`config.mk`:
```
export PLATFORM = sky130hd
export DESIGN_NAME = adc_mode_control_port
export DESIGN_NICKNAME = d
export VERILOG_FILES = /design/src/common/adc_mode_pkg.sv /design/src/common/mode_bus_if.sv /design/src/hdl/serial_port_engine.sv /design/src/hdl/sample_formatter.sv /design/src/hdl/adc_mode_control_port.sv
export SDC_FILE = /design/constraint.sdc
export NUM_CORES = 1
export LEC_CHECK = 0
export BUFFER_PORTS_ARGS = -buffer_cell sky130_fd_sc_hd__buf_2
export CAP_MARGIN = 10
export CORE_ASPECT_RATIO = 0.8
export CORE_MARGIN = 3
export CORE_UTILIZATION = 51
export DETAILED_ROUTE_END_ITERATION = 8
export GPL_TIMING_DRIVEN = 0
export PLACE_DENSITY = 0.76
export SLEW_MARGIN = 10
export SYNTH_ARGS = -nofsm -noshare
export SYNTH_HDL_FRONTEND = slang
export SYNTH_SLANG_ARGS = --single-unit
```
`constraint.sdc`:
```
create_clock -name clk_i -period 5.34 [get_ports clk_i]
set_input_delay 0.267 -clock clk_i [delete_from_list [all_inputs] [get_ports clk_i]]
set_output_delay 0.267 -clock clk_i [all_outputs]
set_load 0.03 [all_outputs]
```
`src/common/adc_mode_pkg.sv`:
```
/*
 * Constants for the converter mode-control block: register offsets,
 * field positions, reset values, mode codes, timing and engine states.
 * Assumes a 40 MHz encode clock drives the core logic.
 */
package adc_mode_pkg;
	// ==========================================================
	// Geometry
	localparam int CHANNELS  = 4;      // Converter channels
	localparam int SAMPLE_W  = 14;     // Bits per sample
	localparam int WORD_BITS = 16;     // Serial word length
	localparam int ADDR_W    = 7;      // Address field width
	localparam int DATA_W    = 8;      // Register width

	// ==========================================================
	// Register offsets
	localparam logic [6:0] OFF_RESET   = 7'h00;
	localparam logic [6:0] OFF_FORMAT  = 7'h01;
	localparam logic [6:0] OFF_OUTPUT  = 7'h02;
	localparam logic [6:0] OFF_PAT_MSB = 7'h03;
	localparam logic [6:0] OFF_PAT_LSB = 7'h04;
	localparam logic [7:0] REG_RESET   = 8'h00;  // All registers

	// ==========================================================
	// Field positions
	localparam int RW_BIT       = 15;  // Read flag in serial word
	localparam int SOFT_RST_BIT = 7;   // Reset register
	localparam int DUTY_OFF_BIT = 7;   // Format register
	localparam int RANDOMIZER_ENABLE_BIT     = 6;
	localparam int SIGNED_BIT   = 5;
	localparam int SLEEP_BIT    = 4;
	localparam int DRIVE_LSB    = 5;   // Output mode register
	localparam int TERM_BIT     = 4;
	localparam int OUT_OFF_BIT  = 3;
	localparam int TEST_EN_BIT  = 7;   // Pattern high register

	// ==========================================================
	// Mode codes
	localparam logic [2:0] LANE_2_16   = 3'h0;
	localparam logic [2:0] LANE_1_14   = 3'h5;
	localparam logic [2:0] DRIVE_3MA5  = 3'h0;
	localparam logic [2:0] DRIVE_1MA75 = 3'h7;

	// ==========================================================
	// Timing
	localparam int CLK_HZ            = 40_000_000;
	localparam int SLEEP_WAKE_MS     = 2;
	localparam int SLEEP_WAKE_CYCLES = SLEEP_WAKE_MS * (CLK_HZ / 1000);
	localparam int NAP_WAKE_CYCLES   = 100;   // Encode clock cycles

	// Serial engine phases
	typedef enum logic [1:0] {ST_IDLE, ST_HEAD, ST_DATA, ST_DONE}
		engine_state_t;
endpackage : adc_mode_pkg

```
`src/common/mode_bus_if.sv`:
```
/*
 * Carrier between the mode-control core, its serial engine and its
 * sample formatter. All signals live on the encode clock.
 */
`timescale 1ns/10ps
interface mode_bus_if;
	logic        frame_done;   // Pulse: full 16-bit word at frame end
	logic [15:0] frame_word;   // Captured serial word
	logic [6:0]  read_addr;    // Address while header completes
	logic [7:0]  read_data;    // Register contents for readback
	logic        randomize;    // Formatter controls
	logic        signed_fmt;
	logic        test_en;
	logic [13:0] pattern;

	modport engine (output frame_done, frame_word, read_addr,
		input read_data);
	modport core (input frame_done, frame_word, read_addr,
		output read_data, randomize, signed_fmt, test_en, pattern);
	modport formatter (input randomize, signed_fmt, test_en, pattern);
endinterface : mode_bus_if

```
`src/hdl/serial_port_engine.sv`:
```
/*
 * Serial configuration engine: shifts the 16-bit word, shifts readback
 * out on the open-drain line. Assumes synchronised pins and edge pulses.
 */
`timescale 1ns/10ps
module serial_port_engine (
	input  wire logic clk_i,
	input  wire logic sys_rst_i,
	input  wire logic active_i,     // Serial mode and select low
	input  wire logic sck_rise_i,   // Serial clock rising edge pulse
	input  wire logic sck_fall_i,   // Serial clock falling edge pulse
	input  wire logic sdi_i,        // Synchronised data in
	mode_bus_if.engine bus,
	output logic      sdo_oe_o      // High: pull output line low
);
	// ==========================================================
	// State
	logic [4:0]  bit_count;   // Rising edges taken this frame
	logic [15:0] shift;       // Incoming word
	logic [7:0]  read_shift;  // Outgoing register bits
	logic        reading;     // Read frame, header complete
	logic        active_q;    // Frame seen last cycle

	// Header sits in the low shift bits on the eighth edge
	localparam int WB = adc_mode_pkg::WORD_BITS;
	assign bus.read_addr = {shift[5:0], sdi_i};
	wire take_edge = sck_rise_i && (bit_count < 5'(WB));

	// Shift, count and readback; frame state clears with select high
	always_ff @(posedge clk_i or posedge sys_rst_i) begin
		if (sys_rst_i) begin
			bit_count  <= '0;
			shift      <= '0;
			read_shift <= '0;
			reading    <= 1'b0;
		end else if (!active_i) begin
			bit_count <= '0;
			reading   <= 1'b0;
		// Only first sixteen
		end else if (take_edge) begin
			shift     <= {shift[14:0], sdi_i};
			bit_count <= bit_count + 5'h1;
			// Load readback data
			if (bit_count == 5'h7 && shift[6]) begin
				read_shift <= bus.read_data;
				reading    <= 1'b1;
			end
		// Next bit per fall
		end else if (sck_fall_i && reading && bit_count > 5'h8 &&
				bit_count < 5'(WB)) begin
			read_shift <= {read_shift[6:0], 1'b0};
		end
	end

	// Frame closes on select rising; short frames are dropped
	always_ff @(posedge clk_i or posedge sys_rst_i) begin
		if (sys_rst_i) begin
			active_q       <= 1'b0;
			bus.frame_done <= 1'b0;
			bus.frame_word <= '0;
		end else begin
			active_q       <= active_i;
			// Whole word only
			bus.frame_done <= active_q && !active_i && bit_count == 5'(WB);
			bus.frame_word <= shift;
		end
	end

	// Drive low only
	// Select high lets go of the line in the same cycle
	assign sdo_oe_o = reading && active_i && !read_shift[7];

	// ==========================================================
	// Checks
	property p_count_cap;
		@(posedge clk_i) disable iff (sys_rst_i)
		(bit_count == 5'(WB)) && sck_rise_i |=> bit_count == 5'(WB) || !active_i;
	endproperty
	a_count_cap: assert property (p_count_cap)
		else $error("bit count moved past sixteen");

	property p_sdo_read_only;
		@(posedge clk_i) disable iff (sys_rst_i)
		sdo_oe_o |-> reading && active_i;
	endproperty
	a_sdo_read_only: assert property (p_sdo_read_only)
		else $error("output line pulled outside a read");
endmodule : serial_port_engine

```
`src/hdl/sample_formatter.sv`:
```
/*
 * Output formatting per channel: coding, randomizer, pattern override.
 * Assumes samples arrive on the encode clock, one word per channel.
 */
`timescale 1ns/10ps
module sample_formatter #(
	parameter int CHANNELS = adc_mode_pkg::CHANNELS,
	parameter int SAMPLE_W = adc_mode_pkg::SAMPLE_W
) (
	input  wire logic                               clk_i,
	input  wire logic                               sys_rst_i,
	input  wire logic [CHANNELS-1:0][SAMPLE_W-1:0] sample_i,
	mode_bus_if.formatter                           bus,
	output logic      [CHANNELS-1:0][SAMPLE_W-1:0] sample_bits_o
);
	// Carrier holds a fourteen-bit pattern at most
	if (CHANNELS < 1 || SAMPLE_W < 3 || SAMPLE_W > 14) begin : g_bad
		$error("formatter width outside what the carrier holds");
	end

	// ==========================================================
	// Per-channel stages
	for (genvar ch = 0; ch < CHANNELS; ch++) begin : g_chan
		wire [SAMPLE_W-1:0] raw = sample_i[ch];
		// Signed coding flips the top bit of offset binary
		wire [SAMPLE_W-1:0] coded = bus.signed_fmt ?
			{~raw[SAMPLE_W-1], raw[SAMPLE_W-2:0]} : raw;
		// Randomize upper bits
		wire [SAMPLE_W-1:0] mixed = bus.randomize ?
			{coded[SAMPLE_W-1:1] ^ {(SAMPLE_W-1){coded[0]}}, coded[0]}
			: coded;
		// Pattern forced, last
		wire [SAMPLE_W-1:0] chosen = bus.test_en ?
			bus.pattern[SAMPLE_W-1:0] : mixed;

		// Register the word so the serializer sees clean data
		always_ff @(posedge clk_i or posedge sys_rst_i) begin
			if (sys_rst_i) begin
				sample_bits_o[ch] <= '0;
			end else begin
				sample_bits_o[ch] <= chosen;
			end
		end
	end

	// ==========================================================
	// Checks
	property p_pattern_wins;
		@(posedge clk_i) disable iff (sys_rst_i)
		bus.test_en |=> sample_bits_o[0] == $past(bus.pattern);
	endproperty
	a_pattern_wins: assert property (p_pattern_wins)
		else $error("pattern not output unmodified");

	property p_randomizer_enable_lsb;
		@(posedge clk_i) disable iff (sys_rst_i)
		bus.randomize && !bus.test_en |=>
			sample_bits_o[1][SAMPLE_W-2:0] ==
			($past(sample_i[1][SAMPLE_W-2:0]) ^
			{{(SAMPLE_W-2){$past(sample_i[1][0])}}, 1'b0}) &&
			sample_bits_o[1][SAMPLE_W-1] ==
			($past(sample_i[1][SAMPLE_W-1]) ^ $past(bus.signed_fmt) ^
			$past(sample_i[1][0]));
	endproperty
	a_randomizer_enable_lsb: assert property (p_randomizer_enable_lsb)
		else $error("randomizer output wrong");
endmodule : sample_formatter

```
`src/hdl/adc_mode_control_port.sv`:
```
/*
 * Mode-control core of a four-channel converter: pin synchronisers,
 * serial register file or strap decode, power sequencing, output drive.
 * Assumes pins are asynchronous to the 40 MHz encode clock and samples
 * come from the converter core on that clock.
 */
// Function
// Randomizer XORs LSB into upper bits
// Test mode forces the pattern everywhere
// Pattern overrides coding and randomizer
// Output disable turns off every pair
// Sleep powers down; two ms wake
// Nap per channel; 100 cycle wake
// Host waits 50 us for settling
// Select high makes pins static straps
// Strap select picks lane and width
// Strap clock picks drive current
// Strap data in picks sleep
// Strap data out picks termination
// One sixteen-bit word per write
// Only first sixteen rising edges count
// Host sends flag, address, data
// Write flag zero stores data
// Read returns data, register untouched
// Serial output is open drain
// Reset bit clears registers, briefly sleeps
// Reset bit self clears, write only
// Format bits six, five: randomize, signed
// Low five bits: nap channels, sleep
// Host sends software reset first
// Low pattern register gives bits 7..0
// Duty stabilizer forced on in straps
// Readback shifts out MSB first
`timescale 1ns/10ps
module adc_mode_control_port #(
	parameter int SLEEP_WAKE_CYCLES = adc_mode_pkg::SLEEP_WAKE_CYCLES,
	parameter int NAP_WAKE_CYCLES   = adc_mode_pkg::NAP_WAKE_CYCLES
) (
	input  wire logic             clk_i,
	input  wire logic             sys_rst_i,
	input  wire logic             programming_select_i,
	input  wire logic             chip_select_n_i,
	input  wire logic             serial_clock_i,
	input  wire logic             serial_data_i,
	input  wire logic             serial_out_i,
	input  wire logic [3:0][13:0] sample_i,
	output logic                  serial_out_o,
	output logic                  serial_out_oe_o,
	output logic      [3:0][13:0] sample_bits_o,
	output logic                  data_pair_oe_o,
	output logic                  data_clock_out_oe_o,
	output logic                  frame_marker_oe_o,
	output logic                  sleep_o,
	output logic      [3:0]       channel_nap_o,
	output logic                  converter_ready_o,
	output logic      [3:0]       channel_ready_o,
	output logic      [2:0]       lane_mode_o,
	output logic      [2:0]       drive_current_o,
	output logic                  termination_enable_o,
	output logic                  duty_stabilizer_disable_o
);
	// ==========================================================
	// Parameter checks
	if (SLEEP_WAKE_CYCLES < 1 || NAP_WAKE_CYCLES < 1) begin : g_bad
		$error("wake counts must be at least one cycle");
	end

	localparam int SW = $clog2(SLEEP_WAKE_CYCLES + 1);  // Sleep counter
	localparam int NW = $clog2(NAP_WAKE_CYCLES + 1);    // Nap counter

	// ==========================================================
	// Pin synchronisers
	localparam int PINS = 5;
	wire  [PINS-1:0] pin_raw = {programming_select_i, chip_select_n_i,
		serial_clock_i, serial_data_i, serial_out_i};
	logic [PINS-1:0] pin_meta;   // First stage, read by second only
	logic [PINS-1:0] pin_sync;   // Safe levels
	// Idle levels: select high, line pulled up; no false frame at reset
	localparam logic [PINS-1:0] PIN_IDLE = 5'h09;

	// Two flops per pin; any pin may move at any time
	for (genvar p = 0; p < PINS; p++) begin : g_sync
		always_ff @(posedge clk_i or posedge sys_rst_i) begin
			if (sys_rst_i) begin
				pin_meta[p] <= PIN_IDLE[p];
				pin_sync[p] <= PIN_IDLE[p];
			end else begin
				pin_meta[p] <= pin_raw[p];
				pin_sync[p] <= pin_meta[p];
			end
		end
	end

	wire psel_s = pin_sync[4];   // Strap mode when high
	wire csn_s  = pin_sync[3];
	wire sck_s  = pin_sync[2];
	wire sdi_s  = pin_sync[1];
	wire sdo_s  = pin_sync[0];

	// Serial clock edge finder
	logic sck_q;   // Synchronised clock, one cycle late
	always_ff @(posedge clk_i or posedge sys_rst_i) begin
		if (sys_rst_i) begin
			sck_q <= 1'b0;
		end else begin
			sck_q <= sck_s;
		end
	end

	// Straps or serial
	wire serial_mode = !psel_s;
	wire sck_rise    = sck_s && !sck_q;
	wire sck_fall    = !sck_s && sck_q;
	wire active      = serial_mode && !csn_s;

	// ==========================================================
	// Serial engine and formatter
	mode_bus_if bus ();

	serial_port_engine u_engine (
		.clk_i      (clk_i),
		.sys_rst_i  (sys_rst_i),
		.active_i   (active),
		.sck_rise_i (sck_rise),
		.sck_fall_i (sck_fall),
		.sdi_i      (sdi_s),
		.bus        (bus.engine),
		.sdo_oe_o   (serial_out_oe_o)
	);

	sample_formatter u_format (
		.clk_i         (clk_i),
		.sys_rst_i     (sys_rst_i),
		.sample_i      (sample_i),
		.bus           (bus.formatter),
		.sample_bits_o (sample_bits_o)
	);

	// Open drain: the level driven is always low
	assign serial_out_o = 1'b0;

	// ==========================================================
	// Register file
	logic [7:0] format_power;   // Coding and power-down
	logic [7:0] output_mode;    // Drive, termination, lanes
	logic [7:0] pattern_msb;    // Test enable and top bits
	logic [7:0] pattern_lsb;    // Low pattern bits

	wire [6:0] wr_addr = bus.frame_word[14:8];
	wire [7:0] wr_data = bus.frame_word[7:0];
	// Write on flag zero
	wire wr_hit = bus.frame_done && serial_mode &&
		!bus.frame_word[adc_mode_pkg::RW_BIT];
	// Reset request
	wire soft_reset = wr_hit && wr_addr == adc_mode_pkg::OFF_RESET &&
		wr_data[adc_mode_pkg::SOFT_RST_BIT];
	wire wr_format  = wr_hit && wr_addr == adc_mode_pkg::OFF_FORMAT;
	wire wr_output  = wr_hit && wr_addr == adc_mode_pkg::OFF_OUTPUT;
	wire wr_pat_msb = wr_hit && wr_addr == adc_mode_pkg::OFF_PAT_MSB;
	wire wr_pat_lsb = wr_hit && wr_addr == adc_mode_pkg::OFF_PAT_LSB;

	// Updates only at frame end; reset bit itself is never stored
	always_ff @(posedge clk_i or posedge sys_rst_i) begin
		if (sys_rst_i) begin
			format_power <= adc_mode_pkg::REG_RESET;
			output_mode  <= adc_mode_pkg::REG_RESET;
			pattern_msb  <= adc_mode_pkg::REG_RESET;
			pattern_lsb  <= adc_mode_pkg::REG_RESET;
		// Self clearing reset
		end else if (soft_reset) begin
			format_power <= adc_mode_pkg::REG_RESET;
			output_mode  <= adc_mode_pkg::REG_RESET;
			pattern_msb  <= adc_mode_pkg::REG_RESET;
			pattern_lsb  <= adc_mode_pkg::REG_RESET;
		end else begin
			if (wr_format) format_power <= wr_data;
			if (wr_output) output_mode <= wr_data;
			if (wr_pat_msb) pattern_msb <= wr_data;
			if (wr_pat_lsb) pattern_lsb <= wr_data;
		end
	end

	// Readback select; reset register and holes read as zero
	wire [6:0] ra = bus.read_addr;
	// Readback mux
	assign bus.read_data =
		(ra == adc_mode_pkg::OFF_FORMAT)  ? format_power :
		(ra == adc_mode_pkg::OFF_OUTPUT)  ? output_mode  :
		(ra == adc_mode_pkg::OFF_PAT_MSB) ? pattern_msb  :
		(ra == adc_mode_pkg::OFF_PAT_LSB) ? pattern_lsb  : 8'h00;

	// ==========================================================
	// Effective settings
	// Coding controls
	assign bus.randomize  = serial_mode && format_power[adc_mode_pkg::RANDOMIZER_ENABLE_BIT];
	assign bus.signed_fmt = serial_mode &&
		format_power[adc_mode_pkg::SIGNED_BIT];
	assign bus.test_en    = serial_mode &&
		pattern_msb[adc_mode_pkg::TEST_EN_BIT];
	// Pattern assembly
	assign bus.pattern    = {pattern_msb[5:0], pattern_lsb};

	// Strap sleep
	wire sleep_req = serial_mode ?
		format_power[adc_mode_pkg::SLEEP_BIT] : sdi_s;
	// Nap bits yield to sleep
	wire [3:0] nap_req = (serial_mode && !sleep_req) ?
		format_power[3:0] : 4'h0;
	// Momentary sleep
	wire sleep_now = sleep_req || soft_reset;
	// Strap lane choice
	wire [2:0] lane_next = serial_mode ? output_mode[2:0] :
		(csn_s ? adc_mode_pkg::LANE_1_14 : adc_mode_pkg::LANE_2_16);
	// Strap drive choice
	wire [2:0] drive_next = serial_mode ?
		output_mode[adc_mode_pkg::DRIVE_LSB +: 3] :
		(sck_s ? adc_mode_pkg::DRIVE_1MA75 : adc_mode_pkg::DRIVE_3MA5);
	// Strap termination
	wire term_next = serial_mode ?
		output_mode[adc_mode_pkg::TERM_BIT] : sdo_s;
	// All pairs off
	wire outs_off = serial_mode && output_mode[adc_mode_pkg::OUT_OFF_BIT];
	// Stabilizer always on in straps
	wire duty_next = serial_mode && format_power[adc_mode_pkg::DUTY_OFF_BIT];

	// Settings leave through flops so pins see no decode glitches
	always_ff @(posedge clk_i or posedge sys_rst_i) begin
		if (sys_rst_i) begin
			lane_mode_o               <= adc_mode_pkg::LANE_2_16;
			drive_current_o           <= adc_mode_pkg::DRIVE_3MA5;
			termination_enable_o      <= 1'b0;
			duty_stabilizer_disable_o <= 1'b0;
			data_pair_oe_o            <= 1'b0;
			data_clock_out_oe_o       <= 1'b0;
			frame_marker_oe_o         <= 1'b0;
			sleep_o                   <= 1'b1;
			channel_nap_o             <= 4'h0;
		end else begin
			lane_mode_o               <= lane_next;
			drive_current_o           <= drive_next;
			termination_enable_o      <= term_next;
			duty_stabilizer_disable_o <= duty_next;
			data_pair_oe_o            <= !outs_off;
			data_clock_out_oe_o       <= !outs_off;
			frame_marker_oe_o         <= !outs_off;
			sleep_o                   <= sleep_now;
			channel_nap_o             <= nap_req;
		end
	end

	// ==========================================================
	// Sleep recovery
	logic [SW-1:0] wake_count;   // Cycles since sleep released
	wire wake_done = wake_count == SW'(SLEEP_WAKE_CYCLES);

	// Two ms wake
	always_ff @(posedge clk_i or posedge sys_rst_i) begin
		if (sys_rst_i) begin
			wake_count <= '0;
		end else if (sleep_now) begin
			wake_count <= '0;
		end else if (!wake_done) begin
			wake_count <= wake_count + SW'(1);
		end
	end
	assign converter_ready_o = wake_done;

	// ==========================================================
	// Nap recovery per channel
	logic [3:0] nap_down;   // Channel held down this cycle
	for (genvar ch = 0; ch < 4; ch++) begin : g_nap
		logic [NW-1:0] nap_count;   // Cycles since channel released
		wire nap_done = nap_count == NW'(NAP_WAKE_CYCLES);
		assign nap_down[ch] = nap_req[ch] || sleep_now;

		// Hundred cycle wake
		always_ff @(posedge clk_i or posedge sys_rst_i) begin
			if (sys_rst_i) begin
				nap_count <= '0;
			end else if (nap_down[ch]) begin
				nap_count <= '0;
			end else if (!nap_done) begin
				nap_count <= nap_count + NW'(1);
			end
		end
		// Reference must be up too; nap alone keeps it running
		assign channel_ready_o[ch] = nap_done && wake_done;
	end

	// ==========================================================
	// Checks
	property p_soft_clear;
		@(posedge clk_i) disable iff (sys_rst_i)
		soft_reset |=> format_power == 8'h00 && output_mode == 8'h00 &&
			pattern_msb == 8'h00 && pattern_lsb == 8'h00 && sleep_o;
	endproperty
	a_soft_clear: assert property (p_soft_clear)
		else $error("software reset left state behind");

	property p_write_store;
		@(posedge clk_i) disable iff (sys_rst_i)
		wr_format |=> format_power == $past(wr_data);
	endproperty
	a_write_store: assert property (p_write_store)
		else $error("format write not stored");

	property p_read_keeps;
		@(posedge clk_i) disable iff (sys_rst_i)
		bus.frame_done && bus.frame_word[15] |=> $stable(format_power) &&
			$stable(output_mode) && $stable(pattern_lsb);
	endproperty
	a_read_keeps: assert property (p_read_keeps)
		else $error("read frame changed a register");

	property p_outs_off;
		@(posedge clk_i) disable iff (sys_rst_i)
		serial_mode && output_mode[3] |=> !data_pair_oe_o &&
			!data_clock_out_oe_o && !frame_marker_oe_o;
	endproperty
	a_outs_off: assert property (p_outs_off)
		else $error("outputs still driven while disabled");

	property p_nap_wake;
		@(posedge clk_i) disable iff (sys_rst_i)
		$fell(nap_down[0]) ##1 (!nap_down[0])[*8] |-> !channel_ready_o[0];
	endproperty
	a_nap_wake: assert property (p_nap_wake)
		else $error("napping channel ready too soon");

	property p_sleep_wake;
		@(posedge clk_i) disable iff (sys_rst_i)
		sleep_now |=> !converter_ready_o ##1 !converter_ready_o;
	endproperty
	a_sleep_wake: assert property (p_sleep_wake)
		else $error("converter ready during sleep recovery");

	property p_strap_modes;
		@(posedge clk_i) disable iff (sys_rst_i)
		psel_s && csn_s && sdi_s |=> lane_mode_o == 3'h5 && sleep_o &&
			!duty_stabilizer_disable_o;
	endproperty
	a_strap_modes: assert property (p_strap_modes)
		else $error("strap decode wrong");

	property p_strap_drive;
		@(posedge clk_i) disable iff (sys_rst_i)
		psel_s && sck_s && sdo_s |=> drive_current_o == 3'h7 &&
			termination_enable_o;
	endproperty
	a_strap_drive: assert property (p_strap_drive)
		else $error("strap drive or termination wrong");
endmodule : adc_mode_control_port

```
==> results of run 1 <==
cells by family after synthesis:
kind of cell / count (synthesis)
AO/OA/AOI/OAI: 117
XOR/XNOR: 89
flip-flops: 206
adder cells (fa/ha/maj): 12
multiplexers: 47
buffers and inverters: 66
other: 1
AND/OR/NAND/NOR: 266
metrics by stage:
stage                     utilization  power (uW)
after global placement          0.586        2070
after global routing            0.637        3580
after detailed placement        0.593        2090
after floorplan                     -        1950
final                           0.637        3430
after CTS                       0.637        3460
flip-flops by register name (all words and copies together), names as in the netlist, 8 cells and up:
register,cells
format_power,8
g_nap.nap_count,28
output_mode,8
pattern_lsb,8
pattern_msb,8
u_engine.bus.frame_word,16
u_engine.read_shift,8
u_engine.shift,16
u_format.sample_bits_o,56
wake_count,17
where the power goes:
part / switching [uW] / internal (uW)
Sequential: 81.2 / 1640
Combinational: 210 / 135
Clock: 564 / 803
synth_stat cells, types with 8 or more instances:
| library cell | count |
|---|---|
| a21oi_1 | 63 |
| a22oi_1 | 8 |
| buf_2 | 16 |
| clkbuf_1 | 15 |
| dfrtp_1 | 201 |
| ha_1 | 12 |
| inv_1 | 25 |
| mux2_2 | 17 |
| mux2i_1 | 30 |
| nand2_1 | 56 |
| nand2b_1 | 11 |
| nand3_1 | 20 |
| nand4_1 | 14 |
| nor2_1 | 108 |
| nor2b_1 | 9 |
| o21ai_0 | 23 |
| xnor2_1 | 22 |
| xor2_1 | 67 |
repair_timing:
item | in CTS | in global routing
hold endpoints to repair | 39 | 0
gates resized for setup | 0 | 0
hold buffers | 9 | 0
routing by layer:
layer  part of all wire  GRT usage  up-vias  wire, um
met1               0.45      0.304     3127      9060
met5                  0          0        -         0
met3              0.060     0.0379       31      1190
met4              0.020     0.0423        0       393
li1                   -          -     3034         -
met2               0.47      0.322      190      9340
layout make-up:
cell class	instances	area, um2	share of cell area
Inverter	25	97.6	0.00914
Buffer	41	195	0.0183
Multi-Input combinational cell	532	3390	0.318
Tap cell	220	275	0.0258
Sequential cell	206	5160	0.484
Clock inverter	2	10.0	0.000938
Timing Repair Buffer	155	911	0.0853
Clock buffer	33	631	0.0591
tightest hold or removal path, delay by kind of cell:
family,cells,cell delay [ns]
buf+inv,1,0.09
simple gates,2,0.10
how the worst max path moves through the flow:
stage	from	to	slack, ns	cells past startpoint
global route	wake_count[1]	channel_ready_o[0]	2.36	8
detailed placement	wake_count[0]	channel_ready_o[1]	3.06	8
floorplan	sys_rst_i	channel_nap_o[0]	2.40	1
finish	wake_count[0]	channel_ready_o[1]	2.56	8
global placement	sys_rst_i	u_format.sample_bits_o[40]	1.22	2
CTS	wake_count[0]	channel_ready_o[1]	2.53	8
==> impl_results.md, run 1 <==
- Leading area contributor after synthesis: dfrtp_1
- RR Startpoint: psel_s
- Final Cycle Share: 0.520
- Area of the core: 0.0168 mm2
- Buf/Inv on CP: 3
- Hold Vio Cnt, Final: 0
- CTS max path bufs: 3
- Post-synth ARST share: 1.00
- Layout cells sized above 1: 0.234
- GRT Total Usage: 0.205
- CP arrival: 2.51 ns
- Max-slew violations: 0
- Final clock skew: 0.0165 ns
- Post-Route WL: 20000 um
- Most frequent cells in the layout: dfrtp_1, buf_2, nor2_1
- Hold Path Depth: 3
- Reg2reg end: g_nap[3].nap_count[4]
- Multiplexer share of the synthesized area: 0.0556
- H-tree levels: 1
- CTS buffer count: 20
- FMAX: 360 MHz
- First-pass GRT wire length: 31400 um
- Initial DRC count: 406
- Worst-path cell with the longest stage delay: or4b_1
- Sequential fraction of the synthesis area: 0.584
- # diodes: 0
- Hold/Removal Path Class: in -> reg
- Initial antenna violation count: 0
- Starting Density: 0.527
- Fill cell count: 1354
- Most common cell after layout, fill and taps aside: dfrtp_1
- Max-cap viol count: 0
- Sink Count: 206
- Final setup violation count: 0
- # DRC: 0
- VDD IR-drop max: 0.234 mV
- Largest net degree at the start of global routing: 40
- Via Count: 6382
- I/O pin count: 142
- Cell leakage power: 0.00509 uW
- Die Wd: 153 um
- Setup CP Type: reg -> out
- Cell Count, Final, Fillers Out: 1214
- GPL Wtd Cong: 0.897
- Main synth FF type: dfrtp_1
- IO Port Bufs: 140
- Pre-CTS WS: 3.06 ns
- P per Cell Area: 322 mW/mm2
- CTS tree: done
- Post-synthesis adder-cell area fraction: 0.0170
- Chip height: 124 um
- Synthesized area: 0.00884 mm2
- Worst-margin pin slew: 1.08 ns
- Avg Synthesized Cell Area: 11.0 um2
- Number of flops mapped to enable cells by yosys: 0
- Crit path cell chain: inv_1 -> ha_1 -> nor4bb_1 -> nand4_1 -> or4b_1 -> buf_2 -> nor2_1 -> buf_2
- CP delay by family, top: simple AND/OR/NAND/NOR gates
- DP Area: 0.00994 mm2
- R2R depth: 9
- Top cell type's share of synthesized area: 0.569
- Placed Cells incl. Taps: 1170
- Synth top area cells: dfrtp_1, xor2_1, nor2_1, a21oi_1, mux2i_1
- Pre-antenna DRT Iters: 4
- Final setup margin: 2.56 ns
- Post-synthesis register bit count: 206
- Post-DR wirelength/cell: 16.5 um
- DPL Wire Length: 14500 um
- Root buf cell: clkbuf_16
- Hold wc startpoint: sample_i[14]
- Ys Warns: 0
- Final instance area: 0.0107 mm2
- Critical path data required time: 5.07 ns
- Setup slack, reg-to-reg: 3.13 ns
- Main combinational cell family by area after synthesis: simple AND/OR/NAND/NOR gates
- RSZ-0062 raised after global routing: no
- Num rows: 42
- Post-DRT Antenna Nets: 0
- Synthesized Nets: 879
- Die footprint: 0.0190 mm2
- Synth Area in Compound Gates: 0.0751
- Rel. slew slack: 0.268
- Fin Setup TNS: 0 ns
- Clock latency on the worst-skew pair: 0.49 ns
- Hold path endpoint: u_format.sample_bits_o[14]
- Unique masters post-synth: 54
- Worst Path Max Fanout: 8
- Final nets: 1056
- P&R area growth vs syn: 20.7%
- Total grt overflow: 0
- CP dominant cell by count: buf_2
- Post-synthesis instance total: 804
- Status: finished, final reports clean
- Hold WS: 0.0219 ns
- Post-CTS Setup Repair Bufs: 0
- Vias per cell: 5.26
- Worst-path clk slew: 0.06 ns
- Max incr delay on CP: 0.49 ns
- Post-synthesis simple-gate area fraction: 0.147
- Xor/xnor share of the synthesized area: 0.0882
- CP Capture Type: primary output
- Vias in the first global route: 6098
- Final min period: 2.78 ns
- Crit start category: flop
Power figures use the tool's default switching activity.
==> run 2: changes to the inputs <==
--- a/config.mk
+++ b/config.mk
@@ -9,10 +9,10 @@
 export CAP_MARGIN = 10
 export CORE_ASPECT_RATIO = 0.8
 export CORE_MARGIN = 3
-export CORE_UTILIZATION = 51
+export CORE_UTILIZATION = 56
 export DETAILED_ROUTE_END_ITERATION = 8
 export GPL_TIMING_DRIVEN = 0
-export PLACE_DENSITY = 0.76
+export PLACE_DENSITY = 0.79
 export SLEW_MARGIN = 10
 export SYNTH_ARGS = -nofsm -noshare
 export SYNTH_HDL_FRONTEND = slang
==> constraint.sdc (replaced) <==
create_clock -name clk_i -period 2.7 [get_ports clk_i]
set_input_delay 0.135 -clock clk_i [delete_from_list [all_inputs] [get_ports clk_i]]
set_output_delay 0.135 -clock clk_i [all_outputs]
set_load 0.03 [all_outputs]
==> run 2 against run 1 <==
Against the previous run: combinational power grew 120%; design area grew 4.9%; sequential share of layout area shrank 2.2 points; global-route usage grew 5.2 points; clock power grew 110%; register-to-register slack lost 2.7 ns; first-iteration DRC count grew 20%; core utilization grew 9.9 points; cell count grew 3.3%; routed wire length grew 13%; die area shrank 8.5%.
==> impl_results.md, run 2 (synthesis gave the netlist of run 1 again) <==
- GRT Total Usage: 0.257 (was 0.205)
- Vias per cell: 5.48 (was 5.26)
- Root buf cell: clkbuf_16 (unchanged)
- Num rows: 40 (was 42)
- Worst-path cell with the longest stage delay: or4b_1 (unchanged)
- Combinational Power Share: 0.109 (was 0.101)
- VDD IR-drop max: 0.477 mV (was 0.234 mV)
- Die Wd: 146 um (was 153 um)
- RSZ-0062 raised after global routing: no (unchanged)
- Pre-antenna DRT Iters: 5 (was 4)
- CP arrival: 2.42 ns (was 2.51 ns)
- Max incr delay on CP: 0.51 ns (was 0.49 ns)
- Area of the core: 0.0152 mm2 (was 0.0168 mm2)
- Critical path data required time: 2.57 ns (was 5.07 ns)
- Post-DR wirelength/cell: 18.0 um (was 16.5 um)
- Sink Count: 206 (unchanged)
- Final min period: 2.56 ns
- Max-cap viol count: 0 (unchanged)
- H-tree levels: 1 (unchanged)
- Biggest register: u_format.sample_bits_o (unchanged)
- CTS buffer count: 20 (unchanged)
- GPL Wtd Cong: 0.911 (was 0.897)
- Hold/Removal Path Class: in -> reg (unchanged)
- Total grt overflow: 0 (unchanged)
- Setup CP Type: reg -> out (unchanged)
- Layout cells sized above 1: 0.225 (was 0.234)
- Flop pwr share: 0.484 (was 0.501)
- Top Registers: u_format.sample_bits_o: 56 flops, g_nap.nap_count: 28 flops, wake_count: 17 flops (unchanged)
- Chip height: 118 um (was 124 um)
- Via Count: 6872 (was 6382)
- Most common cell after layout, fill and taps aside: dfrtp_1 (unchanged)
- Rel. slew slack: 0.474 (was 0.268)
- I/O pin count: 142 (unchanged)
- CTS tree: done (unchanged)
- First-pass GRT wire length: 36000 um (was 31400 um)
- CP delay by family, top: simple AND/OR/NAND/NOR gates (unchanged)
- Final setup violation count: 0 (unchanged)
- Cell leakage power: 0.00530 uW (was 0.00509 uW)
- Met3 WL: 1560 um (was 1190 um)
- WL met1: 9180 um (was 9060 um)
- Final nets: 1103 (was 1056)
- Die footprint: 0.0173 mm2 (was 0.0190 mm2)
- Largest net degree at the start of global routing: 40 (unchanged)
- DPL Wire Length: 14300 um (was 14500 um)
- Crit path cell chain: inv_1 -> ha_1 -> nor4bb_2 -> nand4_1 -> or4b_1 -> buf_4 -> nor2_1 -> buf_4 (was inv_1 -> ha_1 -> nor4bb_1 -> nand4_1 -> or4b_1 -> buf_2 -> nor2_1 -> buf_2)
- Worst Path Max Fanout: 8 (unchanged)
- Vias in the first global route: 7038 (was 6098)
- FMAX: 391 MHz
- Max reg flops: 56 (unchanged)
- Finished Core Util: 0.736 (was 0.637)
- Worst-margin pin slew: 0.788 ns (was 1.08 ns)
- Reported net switching power: 1730 uW (was 856 uW)
- Cell Count, Final, Fillers Out: 1254 (was 1214)
- Max-slew violations: 0 (unchanged)
- Final clock skew: 0.0105 ns (was 0.0165 ns)
- Initial DRC count: 487 (was 406)
- Post-Route WL: 22500 um (was 20000 um)
- Clock Power Share: 0.407 (was 0.398)
- Post-DRT Antenna Nets: 0 (unchanged)
- # DRC: 0 (unchanged)
- CP dominant cell by count: buf_4 (was buf_2)
- P&R area growth vs syn: 26.6% (was 20.7%)
- Fill cell count: 1025 (was 1354)
- Final Cycle Share: 0.947
- Initial antenna violation count: 2 (was 0)
- Buf/Inv on CP: 3 (unchanged)
- Sw Ratio: 0.247 (was 0.249)
- CP Capture Type: primary output (unchanged)
- Most frequent cells in the layout: dfrtp_1, buf_2, nor2_1 (unchanged)
- CTS max path bufs: 3 (unchanged)
- Placed Cells incl. Taps: 1159 (was 1170)
- Max layer used: met4 (unchanged)
- Status: finished, final reports clean (unchanged)
- Hold Vio Cnt, Final: 0 (unchanged)
- Crit start category: flop (unchanged)
- IO Port Bufs: 140 (unchanged)
- Clock latency on the worst-skew pair: 0.49 ns (about the same)
- Internal: 5290 uW (was 2580 uW)
- P per Cell Area: 628 mW/mm2 (was 322 mW/mm2)
- Worst-path clk slew: 0.06 ns (about the same)
- Met2 wire length: 10800 um (was 9340 um)
- Starting Density: 0.581 (was 0.527)
==> run 2: changes by cell type in the layout (fill, tap and decap cells not counted), moves of 2 or more <==
cell           change
buf_2              -5
clkbuf_8           -2
clkinv_2           -2
buf_4              +6
clkbuf_1           +3
buf_12             -2
dlygate4sd3_1     +47
bufinv_16          +2
diode_2            +2
==> run 2: path summary, 6_finish.rpt <==
kind | from | slack (ns) | to | depth (start not counted)
worst max-delay path | wake_count[0] | 0.14 | channel_ready_o[0] | 8
worst min register to register | pin_meta[1] | 0.35 | sdi_s | 0
min in group asynchronous | sys_rst_i | 0.35 | wake_count[8] | 3
worst min-delay path | sample_i[3] | 0.03 | u_format.sample_bits_o[3] | 3
worst max register to register | psel_s | 0.46 | u_format.sample_bits_o[17] | 6
max in group asynchronous | sys_rst_i | 1.14 | sdo_s | 6
==> run 2: timing repair <==
action | in CTS | in global routing
setup buffers | 0 | 1
hold endpoints to repair | 84 | 0
endpoints found under the setup margin | 1 | 4
cloned | 0 | 0
hold buffers | 56 | 0
resized for setup | 1 | 10
==> run 2: stage by stage <==
stage               TNS (ns)  total power (uW)  instance area [um2]  worst slack (ns)  hold slack, ns
floorplan             -20.74              3860                 8850            -0.103           0.139
global placement     -252.33              4090                 9810             -1.26           0.240
detailed placement         0              4130                 9920             0.461           0.241
CTS                        0              7040                11200           0.00796          0.0214
global route               0              7280                11200           0.00266          0.0347
finish                     0              7030                11200             0.144          0.0316
==> run 2: layout make-up <==
type | count | area, um2 | area share
Antenna cell | 2 | 5.00 | 0.000447
Buffer | 41 | 198 | 0.0177
Clock buffer | 34 | 614 | 0.0549
Clock inverter | 2 | 60.1 | 0.00537
Inverter | 25 | 97.6 | 0.00872
Multi-Input combinational cell | 532 | 3400 | 0.304
Sequential cell | 206 | 5160 | 0.461
Tap cell | 210 | 263 | 0.0235
Timing Repair Buffer | 202 | 1390 | 0.124
==> run 2: power groups by stage <==
| stage | clock (uW) | combinational [uW] | sequential, uW |
|---|---|---|---|
| finish | 2860 | 767 | 3400 |
| global route | 3020 | 841 | 3420 |
| CTS | 2890 | 747 | 3390 |
| detailed placement | 0 | 679 | 3450 |
| global placement | 0 | 641 | 3450 |
| floorplan | 0 | 357 | 3500 |
==> run 2: worst reg2reg max path, cell delays in order (launching register included) <==
cell	delay, ns
dfrtp_1	0.31
buf_2	0.27
nand2b_1	0.15
clkbuf_1	0.38
buf_1	0.50
nor2_1	0.22
a21oi_1	0.28
==> run 2: metal layers <==
metal | up-vias | track usage
met4 | 0 | 0.122
met2 | 313 | 0.410
li1 | 3135 | -
met3 | 87 | 0.0494
met5 | - | 0
met1 | 3337 | 0.343
==> run 3: changes to the inputs <==
--- a/config.mk
+++ b/config.mk
@@ -13,6 +13,7 @@
 export DETAILED_ROUTE_END_ITERATION = 8
 export GPL_TIMING_DRIVEN = 0
 export PLACE_DENSITY = 0.79
+export RECOVER_POWER = 100
 export SLEW_MARGIN = 10
 export SYNTH_ARGS = -nofsm -noshare
 export SYNTH_HDL_FRONTEND = slang
==> run 3 against run 2 <==
Against the previous run: cell count is the same; core utilization decreased by 1.0 points; clock skew rose by 0.0022 ns; largest cell class unchanged; via count up 0.63%.
==> impl_results.md, run 3 (synthesis gave the netlist of run 1 again) <==
- Max-slew violations: 0 (unchanged)
- Initial DRC count: 449 (was 487)
- Initial antenna violation count: 2 (unchanged)
- Final nets: 1103 (unchanged)
- Final instance area: 0.0110 mm2 (was 0.0112 mm2)
- Sink Count: 206 (unchanged)
- Die Wd: 146 um (unchanged)
- VDD IR-drop max: 0.475 mV (was 0.477 mV)
- RSZ-0062 raised after global routing: no (unchanged)
- P&R area growth vs syn: 24.8% (was 26.6%)
- Chip height: 118 um (unchanged)
- R2R depth: 8 (was 6)
- Biggest register: u_format.sample_bits_o (unchanged)
- CP arrival: 2.43 ns (was 2.42 ns)
- DPL Wire Length: 14300 um (unchanged)
- Fin Setup TNS: 0 ns (unchanged)
- Vias in the first global route: 7038 (unchanged)
- Max incr delay on CP: 0.51 ns (about the same)
- IO Port Bufs: 140 (unchanged)
- Num rows: 40 (unchanged)
- Hold Path Depth: 3 (unchanged)
- Setup slack, reg-to-reg: 0.15 ns (was 0.46 ns)
- Cell leakage power: 0.00505 uW (was 0.00530 uW)
- Critical path data required time: 2.57 ns (about the same)
- Crit start category: flop (unchanged)
- Worst Setup EP: channel_ready_o[0] (unchanged)
- Met2 Usage GRT: 0.410 (unchanged)
- Crit path launch: wake_count[0] (unchanged)
- Vias per cell: 5.51 (was 5.48)
- Grt met3 use: 0.0494 (unchanged)
- Status: finished, final reports clean (unchanged)
- Worst-path clk slew: 0.06 ns (about the same)
- First-pass GRT wire length: 36000 um (unchanged)
- Most common cell after layout, fill and taps aside: dfrtp_1 (unchanged)
- # DRC: 0 (unchanged)
- Die footprint: 0.0173 mm2 (unchanged)
- Worst Path Max Fanout: 8 (unchanged)
- GRT met1 Usage: 0.343 (unchanged)
- Hold Vio Cnt, Final: 0 (unchanged)
- GRT busiest layer: met2 (unchanged)
- GRT Total Usage: 0.257 (unchanged)
- CTS tree: done (unchanged)
- Largest net degree at the start of global routing: 40 (unchanged)
- Final clock skew: 0.0127 ns (was 0.0105 ns)
- Most frequent cells in the layout: dfrtp_1, nor2_1, clkbuf_1 (was dfrtp_1, buf_2, nor2_1)
- Layout cells sized above 1: 0.147 (was 0.225)
- Design Power: 7010 uW (was 7030 uW)
- FMAX: 390 MHz (was 391 MHz)
- Pre-antenna DRT Iters: 5 (unchanged)
- Post-DRT Antenna Nets: 0 (unchanged)
- Final Cycle Share: 0.950 (was 0.947)
- DP Area: 0.00992 mm2 (unchanged)
- P per Cell Area: 635 mW/mm2 (was 628 mW/mm2)
- Rel. slew slack: 0.0503 (was 0.474)
- Starting Density: 0.581 (unchanged)
- CP dominant cell by count: buf_4 (unchanged)
- CP delay by family, top: simple AND/OR/NAND/NOR gates (unchanged)
- Final setup violation count: 0 (unchanged)
- CTS max path bufs: 3 (unchanged)
- Clock latency on the worst-skew pair: 0.49 ns (about the same)
- Finished Core Util: 0.726 (was 0.736)
- Buf/Inv on CP: 3 (unchanged)
- CTS buffer count: 20 (unchanged)
- Hold/Removal Path Class: in -> reg (unchanged)
- Max-cap viol count: 0 (unchanged)
- Setup CP Type: reg -> out (unchanged)
- Area of the core: 0.0152 mm2 (unchanged)
- Via Count: 6915 (was 6872)
- H-tree levels: 1 (unchanged)
- Total grt overflow: 0 (unchanged)
- Worst-path cell with the longest stage delay: or4b_1 (unchanged)
- I/O pin count: 142 (unchanged)
- Root buf cell: clkbuf_16 (unchanged)
- GPL Wtd Cong: 0.911 (unchanged)
- Critical path depth: 8 (unchanged)
- Crit path cell chain: inv_1 -> ha_1 -> nor4bb_2 -> nand4_1 -> or4b_1 -> buf_4 -> nor2_1 -> buf_4 (unchanged)
- RR Startpoint: psel_s (unchanged)
- Final min period: 2.56 ns (about the same)
- Reg2reg end: g_nap[0].nap_count[2] (was u_format.sample_bits_o[17])
- CP Capture Type: primary output (unchanged)
- Post-Route WL: 22600 um (was 22500 um)
- Worst-margin pin slew: 1.42 ns (was 0.788 ns)
- Max reg flops: 56 (unchanged)
- Post-DR wirelength/cell: 18.1 um (was 18.0 um)
- Top Registers: u_format.sample_bits_o: 56 flops, g_nap.nap_count: 28 flops, wake_count: 17 flops (unchanged)
[run 3: cell count changes in the layout (fill, tap and decap cells not counted), sizes merged]
cell and change:
dlymetal6s4s +1, clkbuf +87, buf -88
[run 3: power breakdown]
| group | total (uW) | switching (uW) | internal [uW] |
|---|---|---|---|
| Clock | 2860 | 1120 | 1740 |
| Combinational | 743 | 450 | 293 |
| Sequential | 3410 | 165 | 3240 |
| Total | 7010 | 1740 | 5270 |
[run 3: final cells by class]
| cell class | instances | area (um2) |
|---|---|---|
| Antenna cell | 2 | 5.00 |
| Buffer | 41 | 191 |
| Clock buffer | 34 | 614 |
| Clock inverter | 2 | 60.1 |
| Fill cell | 1074 | 4180 |
| Inverter | 25 | 95.1 |
| Multi-Input combinational cell | 532 | 3400 |
| Sequential cell | 206 | 5160 |
| Tap cell | 210 | 263 |
| Timing Repair Buffer | 202 | 1250 |
[run 3: worst min path at each step]
stage	start	endpoint	slack [ns]
floorplan	serial_out_i	pin_meta[0]	0.14
global route	sample_i[3]	u_format.sample_bits_o[3]	0.03
global placement	chip_select_n_i	pin_meta[3]	0.24
detailed placement	chip_select_n_i	pin_meta[3]	0.24
CTS	sample_i[3]	u_format.sample_bits_o[3]	0.02
finish	sample_i[3]	u_format.sample_bits_o[3]	0.03
[run 3: repair_timing]
| item | in CTS | in global routing |
|---|---|---|
| setup endpoints to repair | 1 | 4 |
| buffers inserted | 0 | 1 |
| resized for setup | 1 | 10 |
| hold buffers | 56 | 0 |
| endpoints found under the hold margin | 84 | 0 |
[run 3: metal layers]
layer / part of all wire / wire length, um
met1: 0.41 / 9230
met2: 0.47 / 10700
met3: 0.069 / 1570
met4: 0.051 / 1160
met5: 0 / 0
[run 3: worst min-delay path: stages]
cell and delay (ns):
buf_2 0.08, xor2_1 0.07, a21oi_1 0.17
[run 3: per-stage QoR]
| step | cells | hold slack [ns] | worst slack [ns] |
|---|---|---|---|
| floorplan | 804 | 0.139 | -0.103 |
| global placement | 1154 | 0.240 | -1.26 |
| detailed placement | 1159 | 0.241 | 0.461 |
| CTS | 1251 | 0.0214 | 0.00796 |
| global route | 1254 | 0.0345 | 0.00266 |
| finish | 1254 | 0.0333 | 0.135 |
